$ cat config.mk
export PLATFORM = sky130hd
export DESIGN_NAME = nfc_ctrl
export DESIGN_NICKNAME = d
export VERILOG_FILES = /design/src/core/nfc_pkg.sv /design/src/core/nfc_pins_if.sv /design/src/core/nfc_ctrl.sv /design/src/core/nfc_strobe.sv
export SDC_FILE = /design/constraint.sdc
export NUM_CORES = 1
export LEC_CHECK = 0
export BUFFER_PORTS_ARGS = -buffer_cell sky130_fd_sc_hd__clkbuf_2
export CAP_MARGIN = 10
export CORE_MARGIN = 2
export CORE_UTILIZATION = 50
export DETAILED_ROUTE_END_ITERATION = 8
export PLACE_DENSITY = 0.84
export REMOVE_ABC_BUFFERS = 1
export SLEW_MARGIN = 10
export SYNTH_ARGS = -nofsm -noshare
export SYNTH_HDL_FRONTEND = slang
export SYNTH_SLANG_ARGS = --single-unit
$ cat constraint.sdc
create_clock -name ref_clk_in -period 8.1 [get_ports ref_clk_in]
set_clock_uncertainty 0.15 [all_clocks]
set_input_delay 2.43 -clock ref_clk_in [delete_from_list [all_inputs] [get_ports ref_clk_in]]
set_output_delay 2.43 -clock ref_clk_in [all_outputs]
set_load 0.03 [all_outputs]
$ cat src/core/nfc_pkg.sv
// package for the nand flash host controller: opcodes, register map,
// status fields and strobe timing counts.
// assumes a 100 MHz ref_clk_in and an 8-bit multiplexed flash bus.
package nfc_pkg;
  // ----------------------------------------------------------------
  // flash command bytes
  // ----------------------------------------------------------------
  localparam logic [7:0] NFC_CMD_READ_MAIN = 8'h00;
  localparam logic [7:0] NFC_CMD_READ_SPARE = 8'h50;
  localparam logic [7:0] NFC_CMD_ERASE_SETUP = 8'h60;
  localparam logic [7:0] NFC_CMD_ERASE_GO = 8'hD0;
  localparam logic [7:0] NFC_CMD_STATUS = 8'h70;
  localparam logic [7:0] NFC_CMD_ID = 8'h90;
  localparam logic [7:0] NFC_CMD_RESET = 8'hFF;
  localparam logic [7:0] NFC_ID_ADDR = 8'h00;
  // ----------------------------------------------------------------
  // flash status byte fields
  // ----------------------------------------------------------------
  localparam int NFC_SR_FAIL = 0;
  localparam int NFC_SR_READY = 6;
  localparam int NFC_SR_UNPROT = 7;
  localparam logic [7:0] NFC_SR_RSVD_MASK = 8'h3E;
  // block select field of the erase address
  localparam int NFC_BLK_LSB = 13;
  localparam int NFC_BLK_MSB = 22;
  localparam int NFC_BLK_W = NFC_BLK_MSB - NFC_BLK_LSB + 1;
  // ----------------------------------------------------------------
  // controller register map (word offsets)
  // ----------------------------------------------------------------
  localparam logic [3:0] NFC_REG_CTRL = 4'h0;
  localparam logic [3:0] NFC_REG_BLOCK = 4'h1;
  localparam logic [3:0] NFC_REG_STAT = 4'h2;
  localparam logic [3:0] NFC_REG_FSTAT = 4'h3;
  localparam logic [3:0] NFC_REG_ID = 4'h4;
  localparam logic [3:0] NFC_REG_IRQ = 4'h5;
  localparam logic [3:0] NFC_REG_IRQ_CLR = 4'h6;
  localparam logic [3:0] NFC_REG_IRQ_EN = 4'h7;
  // ctrl register write codes
  localparam logic [2:0] NFC_OP_ERASE = 3'h1;
  localparam logic [2:0] NFC_OP_STATUS = 3'h2;
  localparam logic [2:0] NFC_OP_ID = 3'h3;
  localparam logic [2:0] NFC_OP_RESET = 3'h4;
  localparam logic [2:0] NFC_OP_READ_MAIN = 3'h5;
  localparam logic [2:0] NFC_OP_READ_SPARE = 3'h6;
  localparam int NFC_CTRL_WPEN = 4;
  // irq bits
  localparam int NFC_IRQ_DONE = 0;
  localparam int NFC_IRQ_FAIL = 1;
  localparam int NFC_IRQ_REJ = 2;
  localparam logic [2:0] NFC_IRQ_RST = 3'h0;
  // ----------------------------------------------------------------
  // strobe timing
  // ----------------------------------------------------------------
  localparam int NFC_CLK_NS = 10;
  localparam int NFC_PULSE_NS = 30;
  localparam int NFC_PULSE_CYC = (NFC_PULSE_NS + NFC_CLK_NS - 1) / NFC_CLK_NS;
  localparam logic [3:0] NFC_PULSE_CNT = 4'(NFC_PULSE_CYC);
endpackage

$ cat src/core/nfc_pins_if.sv
// interface bundling the flash-side pin group between the sequencer
// and the strobe engine; assumes one clock domain.
`timescale 1ns/1ps
`default_nettype none
interface nfc_pins_if;
  logic req;
  logic [1:0] kind; // 0 cmd, 1 addr, 2 read
  logic [7:0] wdata;
  logic done;
  logic [7:0] rdata;
  modport seq (output req, output kind, output wdata,
    input done, input rdata);
  modport eng (input req, input kind, input wdata,
    output done, output rdata);
endinterface
`default_nettype wire

$ cat src/core/nfc_ctrl.sv
// nand flash host controller: erase, status poll, id read, reset.
// assumes a flash with open-drain ready/busy pulled up externally;
// registers reached over a simple one-cycle strobe port.
//
// Function
// - erase: setup 60H then two address cycles
// - erase starts only after confirm D0H
// - 70H then read cycles give status
// - status mode holds; reissue 00H/50H for data
// - 90H, address 00H, then two id bytes
// - hold write-protect low over power edges
// - only status and reset while busy
//
// Implementation choices: the plain strobed port and the address map.
`timescale 1ns/1ps
`default_nettype none
module nfc_ctrl
  import nfc_pkg::*;
(
  input wire logic ref_clk_in,
  input wire logic rst_in,
  input wire logic [3:0] reg_addr_in,
  input wire logic [31:0] reg_wdata_in,
  input wire logic reg_wr_in,
  input wire logic reg_rd_in,
  output logic [31:0] reg_rdata_out,
  output logic irq_out,
  input wire logic [7:0] fl_io_in,
  output logic [7:0] fl_io_out,
  output logic fl_io_oe_n_out,
  output logic fl_cle_out,
  output logic fl_ale_out,
  output logic fl_ce_n_out,
  output logic fl_we_n_out,
  output logic fl_read_strobe_low_out,
  output logic fl_wp_n_out,
  input wire logic fl_rdy_in
);
  typedef enum logic [3:0] {
    S_IDLE, S_CMD, S_ADDR0, S_ADDR1, S_CONF, S_WAITB, S_WAITR, S_STAT,
    S_ID0, S_ID1
  } nfc_seq_t;
  nfc_pins_if pins();
  logic [7:0] s_io, rd_q, ret_q;
  logic s_oe_n, s_cle, s_ale, s_we_n, s_rd_stb_n;

  nfc_strobe u_stb (
    .ref_clk_in(ref_clk_in),
    .rst_in(rst_in),
    .bus(pins.eng),
    .io_in(fl_io_in),
    .io_out(s_io),
    .io_oe_n_out(s_oe_n),
    .cle_out(s_cle),
    .ale_out(s_ale),
    .we_n_out(s_we_n),
    .read_strobe_low_out(s_rd_stb_n)
  );
  nfc_seq_t st_r, st_nxt;
  logic [2:0] op_r, op_nxt;
  logic [7:0] cmd_r, cmd_nxt;
  logic [NFC_BLK_W-1:0] blk_r, blk_nxt;
  logic [7:0] fsr_r, fsr_nxt, mid_r, mid_nxt, did_r, did_nxt;
  logic wpen_r, wpen_nxt, busy_r, busy_nxt;
  logic [2:0] irq_r, irq_nxt, ien_r, ien_nxt;
  logic [31:0] rdat_r, rdat_nxt;
  logic req_r, req_nxt;
  logic [1:0] kind_r, kind_nxt;
  logic [7:0] wd_r, wd_nxt;
  logic ev_done, ev_fail, ev_rej, cmd_wr;

  // erase address bytes: row byte 1 holds A9..A16, byte 2 A17..A22
  function automatic logic [7:0] addr_byte(input logic [NFC_BLK_W-1:0] b,
                                           input logic hi);
    logic [22:0] a;
    a = 23'(b) << NFC_BLK_LSB; // bits 9..12 left zero, ignored anyway
    addr_byte = hi ? {2'b00, a[22:17]} : a[16:9];
  endfunction

  assign pins.req = req_r;
  assign pins.kind = kind_r;
  assign pins.wdata = wd_r;
  assign cmd_wr = reg_wr_in && (reg_addr_in == NFC_REG_CTRL);

  // ----------------------------------------------------------------
  // command sequencer
  // ----------------------------------------------------------------
  always_comb begin
    st_nxt = st_r;
    op_nxt = op_r;
    cmd_nxt = cmd_r;
    req_nxt = 1'b0;
    kind_nxt = kind_r;
    wd_nxt = wd_r;
    fsr_nxt = fsr_r;
    mid_nxt = mid_r;
    did_nxt = did_r;
    busy_nxt = busy_r;
    ev_done = 1'b0;
    ev_fail = 1'b0;
    ev_rej = 1'b0;
    if (cmd_wr) begin
      // while the flash is busy only status and reset are legal
      if ((busy_r && !(reg_wdata_in[2:0] == NFC_OP_STATUS ||
          reg_wdata_in[2:0] == NFC_OP_RESET)) ||
          !(st_r inside {S_IDLE, S_STAT, S_ID1, S_WAITB}) ||
          // any operation still in flight outside S_WAITB, reset wait included, is refused
          (busy_r && st_r != S_WAITB)) begin
        ev_rej = 1'b1;
      end else begin
        op_nxt = reg_wdata_in[2:0];
        busy_nxt = 1'b1;
        unique case (reg_wdata_in[2:0])
          NFC_OP_ERASE: cmd_nxt = NFC_CMD_ERASE_SETUP;
          NFC_OP_STATUS: cmd_nxt = NFC_CMD_STATUS;
          NFC_OP_ID: cmd_nxt = NFC_CMD_ID;
          NFC_OP_RESET: cmd_nxt = NFC_CMD_RESET;
          NFC_OP_READ_MAIN: cmd_nxt = NFC_CMD_READ_MAIN;
          NFC_OP_READ_SPARE: cmd_nxt = NFC_CMD_READ_SPARE;
          default: begin
            ev_rej = 1'b1;
            busy_nxt = busy_r;
          end
        endcase
        if (!ev_rej) begin
          st_nxt = S_CMD;
          req_nxt = 1'b1;
          kind_nxt = 2'd0;
          wd_nxt = cmd_nxt;
        end
      end
    end else begin
      unique case (st_r)
        S_IDLE, S_STAT, S_ID1: ;
        S_CMD: if (pins.done) begin
          unique case (op_r)
            NFC_OP_ERASE, NFC_OP_ID: begin
              st_nxt = S_ADDR0;
              req_nxt = 1'b1;
              kind_nxt = 2'd1;
              wd_nxt = (op_r == NFC_OP_ID) ? NFC_ID_ADDR :
                addr_byte(blk_r, 1'b0);
            end
            NFC_OP_STATUS: begin
              st_nxt = S_STAT;
              req_nxt = 1'b1;
              kind_nxt = 2'd2;
            end
            NFC_OP_RESET: st_nxt = S_WAITR;
            default: begin
              st_nxt = S_IDLE;
              busy_nxt = 1'b0;
              ev_done = 1'b1;
            end
          endcase
        end
        S_ADDR0: if (pins.done) begin
          req_nxt = 1'b1;
          if (op_r == NFC_OP_ID) begin
            st_nxt = S_ID0;
            kind_nxt = 2'd2;
          end else begin
            st_nxt = S_ADDR1;
            wd_nxt = addr_byte(blk_r, 1'b1);
          end
        end
        S_ADDR1: if (pins.done) begin
          // confirm only ever follows setup plus two addresses
          st_nxt = S_CONF;
          req_nxt = 1'b1;
          kind_nxt = 2'd0;
          wd_nxt = NFC_CMD_ERASE_GO;
        end
        S_CONF: if (pins.done) st_nxt = S_WAITB;
        S_WAITB: if (ret_q[0]) begin
          // flash ready again: fetch the verdict byte
          st_nxt = S_CMD;
          op_nxt = NFC_OP_STATUS;
          req_nxt = 1'b1;
          kind_nxt = 2'd0;
          wd_nxt = NFC_CMD_STATUS;
        end
        S_WAITR: if (ret_q[0]) begin
          st_nxt = S_IDLE;
          busy_nxt = 1'b0;
          ev_done = 1'b1;
        end
        S_ID0: if (pins.done) begin
          mid_nxt = pins.rdata;
          st_nxt = S_ID1;
          req_nxt = 1'b1;
        end
        default: st_nxt = S_IDLE;
      endcase
      if (st_r == S_ID1 && busy_r && pins.done) begin
        did_nxt = pins.rdata;
        busy_nxt = 1'b0;
        ev_done = 1'b1;
      end
      if (st_r == S_STAT && pins.done) begin
        // status mode stays put, so one read cycle per poll
        fsr_nxt = pins.rdata & ~NFC_SR_RSVD_MASK;
        busy_nxt = 1'b0;
        ev_done = 1'b1;
        ev_fail = pins.rdata[NFC_SR_FAIL] &&
          pins.rdata[NFC_SR_READY];
      end
    end
  end

  always_ff @(posedge ref_clk_in) begin
    if (rst_in) begin
      st_r <= S_IDLE;
      op_r <= 3'h0;
      cmd_r <= 8'h00;
      req_r <= 1'b0;
      kind_r <= 2'd0;
      wd_r <= 8'h00;
      fsr_r <= 8'h00;
      mid_r <= 8'h00;
      did_r <= 8'h00;
      busy_r <= 1'b0;
    end else begin
      st_r <= st_nxt;
      op_r <= op_nxt;
      cmd_r <= cmd_nxt;
      req_r <= req_nxt;
      kind_r <= kind_nxt;
      wd_r <= wd_nxt;
      fsr_r <= fsr_nxt;
      mid_r <= mid_nxt;
      did_r <= did_nxt;
      busy_r <= busy_nxt;
    end
  end

  // ----------------------------------------------------------------
  // registers, interrupts and pin flops
  // ----------------------------------------------------------------
  always_comb begin
    blk_nxt = blk_r;
    wpen_nxt = wpen_r;
    ien_nxt = ien_r;
    if (cmd_wr) wpen_nxt = reg_wdata_in[NFC_CTRL_WPEN];
    if (reg_wr_in && reg_addr_in == NFC_REG_BLOCK)
      blk_nxt = reg_wdata_in[NFC_BLK_W-1:0];
    if (reg_wr_in && reg_addr_in == NFC_REG_IRQ_EN)
      ien_nxt = reg_wdata_in[2:0];
    // set beats clear in the same cycle
    irq_nxt = irq_r;
    if (reg_wr_in && reg_addr_in == NFC_REG_IRQ_CLR)
      irq_nxt = irq_r & ~reg_wdata_in[2:0];
    irq_nxt = irq_nxt | {ev_rej, ev_fail, ev_done};
    rdat_nxt = 32'h0;
    if (reg_rd_in) begin
      unique case (reg_addr_in)
        NFC_REG_CTRL: rdat_nxt = {27'h0, wpen_r, 1'b0, op_r};
        NFC_REG_BLOCK: rdat_nxt = 32'(blk_r);
        NFC_REG_STAT: rdat_nxt = {30'h0, ret_q[0], busy_r};
        NFC_REG_FSTAT: rdat_nxt = {24'h0, fsr_r};
        NFC_REG_ID: rdat_nxt = {16'h0, did_r, mid_r};
        NFC_REG_IRQ: rdat_nxt = {29'h0, irq_r};
        NFC_REG_IRQ_EN: rdat_nxt = {29'h0, ien_r};
        default: rdat_nxt = 32'h0;
      endcase
    end
  end

  always_ff @(posedge ref_clk_in) begin
    if (rst_in) begin
      blk_r <= '0;
      wpen_r <= 1'b0;
      ien_r <= NFC_IRQ_RST;
      irq_r <= NFC_IRQ_RST;
      rdat_r <= 32'h0;
      // start at the pulled-up idle level, no false busy after reset
      rd_q <= 8'h01;
      ret_q <= 8'h01;
      irq_out <= 1'b0;
      fl_io_out <= 8'h00;
      fl_io_oe_n_out <= 1'b1;
      fl_cle_out <= 1'b0;
      fl_ale_out <= 1'b0;
      fl_ce_n_out <= 1'b1;
      fl_we_n_out <= 1'b1;
      fl_read_strobe_low_out <= 1'b1;
      fl_wp_n_out <= 1'b0;
    end else begin
      blk_r <= blk_nxt;
      wpen_r <= wpen_nxt;
      ien_r <= ien_nxt;
      irq_r <= irq_nxt;
      rdat_r <= rdat_nxt;
      // wired-or ready line, pulled up; low means some die busy
      rd_q <= {7'h0, fl_rdy_in};
      ret_q <= {7'h0, rd_q[0]};
      irq_out <= |(irq_nxt & ien_nxt); // tracks the sticky bits
      fl_io_out <= s_io;
      fl_io_oe_n_out <= s_oe_n;
      fl_cle_out <= s_cle;
      fl_ale_out <= s_ale;
      // chip enable held for the whole sequence, so status keeps
      // flowing while polling
      fl_ce_n_out <= (st_nxt == S_IDLE);
      fl_we_n_out <= s_we_n;
      fl_read_strobe_low_out <= s_rd_stb_n;
      // protection released only when software asks
      fl_wp_n_out <= wpen_r;
    end
  end
  assign reg_rdata_out = rdat_r;
endmodule
`default_nettype wire

$ cat src/core/nfc_strobe.sv
// strobe engine: one command, address or read cycle on the flash bus.
// assumes requests only arrive while it is idle.
`timescale 1ns/1ps
`default_nettype none
module nfc_strobe
  import nfc_pkg::*;
(
  input wire logic ref_clk_in,
  input wire logic rst_in,
  nfc_pins_if.eng bus,
  input wire logic [7:0] io_in,
  output logic [7:0] io_out,
  output logic io_oe_n_out,
  output logic cle_out,
  output logic ale_out,
  output logic we_n_out,
  output logic read_strobe_low_out
);
  typedef enum logic [1:0] {ST_IDLE, ST_LOW, ST_HIGH} nfc_stb_t;
  nfc_stb_t st_r, st_nxt;
  logic [3:0] cnt_r, cnt_nxt;
  logic [7:0] rd_r, rd_nxt;
  logic [1:0] kind_r, kind_nxt;
  logic [7:0] wd_r, wd_nxt;
  logic done_r, done_nxt;

  // ----------------------------------------------------------------
  // pulse sequencing: low phase then recovery high phase
  // ----------------------------------------------------------------
  always_comb begin
    st_nxt = st_r;
    cnt_nxt = cnt_r;
    rd_nxt = rd_r;
    kind_nxt = kind_r;
    wd_nxt = wd_r;
    done_nxt = 1'b0;
    unique case (st_r)
      ST_IDLE: if (bus.req) begin
        kind_nxt = bus.kind;
        wd_nxt = bus.wdata;
        cnt_nxt = NFC_PULSE_CNT;
        st_nxt = ST_LOW;
      end
      ST_LOW: if (cnt_r == 4'h1) begin
        // sample read data just before the read strobe rises
        if (kind_r == 2'd2) rd_nxt = io_in;
        cnt_nxt = NFC_PULSE_CNT;
        st_nxt = ST_HIGH;
      end else begin
        cnt_nxt = cnt_r - 4'h1;
      end
      ST_HIGH: if (cnt_r == 4'h1) begin
        done_nxt = 1'b1;
        st_nxt = ST_IDLE;
      end else begin
        cnt_nxt = cnt_r - 4'h1;
      end
      default: st_nxt = ST_IDLE;
    endcase
  end

  always_ff @(posedge ref_clk_in) begin
    if (rst_in) begin
      st_r <= ST_IDLE;
      cnt_r <= 4'h0;
      rd_r <= 8'h00;
      kind_r <= 2'd0;
      wd_r <= 8'h00;
      done_r <= 1'b0;
    end else begin
      st_r <= st_nxt;
      cnt_r <= cnt_nxt;
      rd_r <= rd_nxt;
      kind_r <= kind_nxt;
      wd_r <= wd_nxt;
      done_r <= done_nxt;
    end
  end

  // pins derived from state; top registers them again
  always_comb begin
    cle_out = (st_r != ST_IDLE) && (kind_r == 2'd0);
    ale_out = (st_r != ST_IDLE) && (kind_r == 2'd1);
    we_n_out = !((st_r == ST_LOW) && (kind_r != 2'd2));
    read_strobe_low_out = !((st_r == ST_LOW) && (kind_r == 2'd2));
    io_out = wd_r;
    io_oe_n_out = !((st_r != ST_IDLE) && (kind_r != 2'd2));
  end
  assign bus.done = done_r;
  assign bus.rdata = rd_r;
endmodule
`default_nettype wire

==> results.py <==
metrics = {
    "min_path": {
        "hold_class": "reg -> reg",
    },
    "global_routing": {
        "gr-total-overflow": 0,
        "grt_busiest_layer": "met2",
        "antenna_found_initial": 0,
        "use_met1": 0.311,
        "grt.met3_usage": 0.0541,
        "use_met2": 0.376,
        "grt_first_pass_wirelength_um": 22600,
        "grt_usage": 0.244,
        "grt_max_degree": 77,
        "grt_pass1_vias": 4641,
    },
    "power_and_ir_drop": {
        "combPwrFrac": 0.045,
        "peakVddDrop_mv": 0.186,
        "p_sw_frac": 0.210,
        "p_leak_uw": 0.00259,
        "p_total_uw": 1490,
        "power.density_mw_per_mm2": 230,
        "p_int_uw": 1180,
        "switchingPower_uw": 313,
        "clockPowerShare": 0.546,
        "power_frac_seq": 0.408,
    },
    "placed_design": {
        "post-dp-hpwl_um": 9280,
        "place_congestion": 0.929,
        "post-place-cells": 820,
        "io_buffers": 58,
        "dp_slack_ps": 3060,
    },
    "finish": {
        "nets": 754,
        "n_antenna_cell": 0,
        "fin_util": 0.593,
        "drive_gt1_frac": 0.149,
        "syn_to_final_growth_pct": 14.9,
        "stdcell_count": 850,
        "layout_common_cells": "dfxtp_1, nor2_1, nand2_1",
        "layout_commonest_cell": "dfxtp_1",
    },
    "clock_tree": {
        "root_buffer": "clkbuf_16",
        "cts_tree": "done",
        "cts.path.max_buffers": 2,
        "cts-buffers-inserted": 17,
        "clk_latency_ps": 420,
        "cts_resized": 0,
        "clk_pin_slew_ps": 50,
        "ctsHoldBuffers": 0,
        "cts.sinks": 122,
        "h-tree-depth": 4,
        "post_cts_buffers": 0,
    },
    "synthesis": {
        "async_flop_share": 0,
        "netlist_top_cells_area": "dfxtp_1, mux2i_1, nor2_1, nand2_1, a21oi_1",
        "yosysUniqueCellTypes": 72,
        "post-synth-top-area-cell": "dfxtp_1",
        "synth_warnings": 0,
        "synth_area_mm2": 0.00564,
        "synth_top_area_frac": 0.433,
        "yosysSeqAreaShare": 0.433,
        "ys_ff_latch": 122,
        "synth-edff-count": 0,
        "synth.avg_cell_area_um2": 8.50,
        "synth_cells": 664,
        "synth-main-ff-cell": "dfxtp_1",
    },
    "floorplan": {
        "row_count": 38,
        "ios": 97,
        "dieArea_mm2": 0.0121,
        "fp.dieW_um": 110,
        "die_h_um": 110,
        "core_mm2": 0.0109,
        "initial_core_util": 0.516,
    },
    "setup_path": {
        "critPathTopFamily": "simple AND/OR/NAND/NOR gates",
        "arrival_ps": 4860,
        "critPathKind": "in -> reg",
        "worstSetupEndpointType": "register",
        "slowest_stage": "or3_1",
        "crit_required_ps": 8290,
        "worstSetupStartpointType": "primary input",
        "worstPathMaxFanout": 17,
        "crit_buf_inv": 1,
        "max_stage_delay_ps": 650,
        "crit_chain": "clkbuf_2 > nand2b_1 > or2_1 > o2111ai_1 > or3_1 > a221o_1 > a21oi_1",
    },
    "timing": {
        "fin_crit_sh": 0.576,
        "fmax_mhz": 214,
        "setup_ws_ps": 3430,
        "drv_slew": 0,
        "hold_viol_final": 0,
        "relSlewSlack": 0.147,
        "fin_tns_setup_ps": 0,
        "min_period_ps": 4670,
        "setup_viol": 0,
        "tightest_slew_ps": 1270,
        "rsz0062_at_grt": "no",
    },
    "drt": {
        "finalWirelength_um": 14100,
        "antenna_left": 0,
        "via_per_inst": 5.79,
        "vias": 4923,
        "drt_iter0_markers": 490,
        "wl_per_cell_um": 16.6,
        "drt_first_pass_iters": 5,
        "drcViolationCount": 0,
    },
    "status": {
        "outcome": "completed",
    },
    "job": {
        "cap_violations": 0,
    },
}
==> Yosys cell counts, types with 7 or more instances <==
master and n:
dfxtp_1 122, nor2_1 80, nand2_1 71, a21oi_1 52, mux2i_1 41, o21ai_0 28, clkbuf_1 25, inv_1 22
nand3_1 22, buf_4 17, nor2b_1 16, buf_2 10, and3_1 9, nor3_1 9, a211oi_1 8, and2_1 8
a22oi_1 7, a311oi_1 7, a31oi_1 7
==> area by class of cell <==
type	instances	area, um^2
fill	941	4450
tap	140	175
sequential	122	2440
clock buffer	21	460
clock inverter	9	170
multi-input combinational	474	2830
inverter	22	82.6
timing repair buffer	62	320
==> worst reg2reg max path, delay by kind of cell (launching register included) <==
kind	cells	cell delay (ps)
AND/OR/NAND/NOR	2	1210
AO/OA/AOI/OAI	2	400
flip-flops	1	760
buffers and inverters	1	390
==> per-stage QoR <==
stage	cell area (um^2)	hold slack [ps]
floorplan	5360	239
global placement	5850	244
detailed placement	5850	250
CTS	6480	264
global route	6480	279
finish	6480	260
==> path summary, 6_finish.rpt <==
path	startpoint	depth (start not counted)	endpoint	slack, ps
max	reg_addr_in[2]	7	pins.wdata[4]	3430
min	rd_q[0]	1	ret_q[0]	260
max reg2reg	st_r[1]	5	irq_out	5090
min reg2reg	rd_q[0]	1	ret_q[0]	260
==> power groups by stage <==
stage	logic [uW]	registers, uW	clock network, uW
floorplan	35.8	621	0
global placement	63.9	621	0
detailed placement	65.5	622	0
CTS	66.3	609	821
global route	73.4	609	850
finish	67.5	609	815
==> state kept, by name (all words and copies together) (netlist names), 2 cells and up <==
register	cells
blk_r	10
cmd_r	8
did_r	8
fl_io_out	8
fsr_r	3
ien_r	3
irq_r	3
kind_r	2
mid_r	8
op_r	3
pins.wdata	8
reg_rdata_out	16
st_r	4
u_stb.bus.rdata	8
u_stb.cnt_r	4
u_stb.io_out	8
u_stb.kind_r	2
u_stb.st_r	2
==> routing by layer <==
metal  up-vias  routed length [um]  share of wire
li1       2361                   -              -
met1      2302                6090           0.43
met2       217                6540           0.46
met3        43                 927          0.066
met4         0                 510          0.036
met5         -                   0              0
==> logic make-up after synthesis <==
| group | count (synthesis) | share of synthesized area |
|---|---|---|
| DFF | 122 | 0.433 |
| xor gates and xnor gates | 3 | 0.00466 |
| and+or+nand+nor | 256 | 0.222 |
| other | 1 | 0.000665 |
| adders and majority gates | 7 | 0.0151 |
| AOI/OAI and AO/OA | 148 | 0.171 |
| muxes | 44 | 0.0787 |
| buffers and inverters | 83 | 0.0754 |
Note: power is estimated with default switching activity, not from simulation.
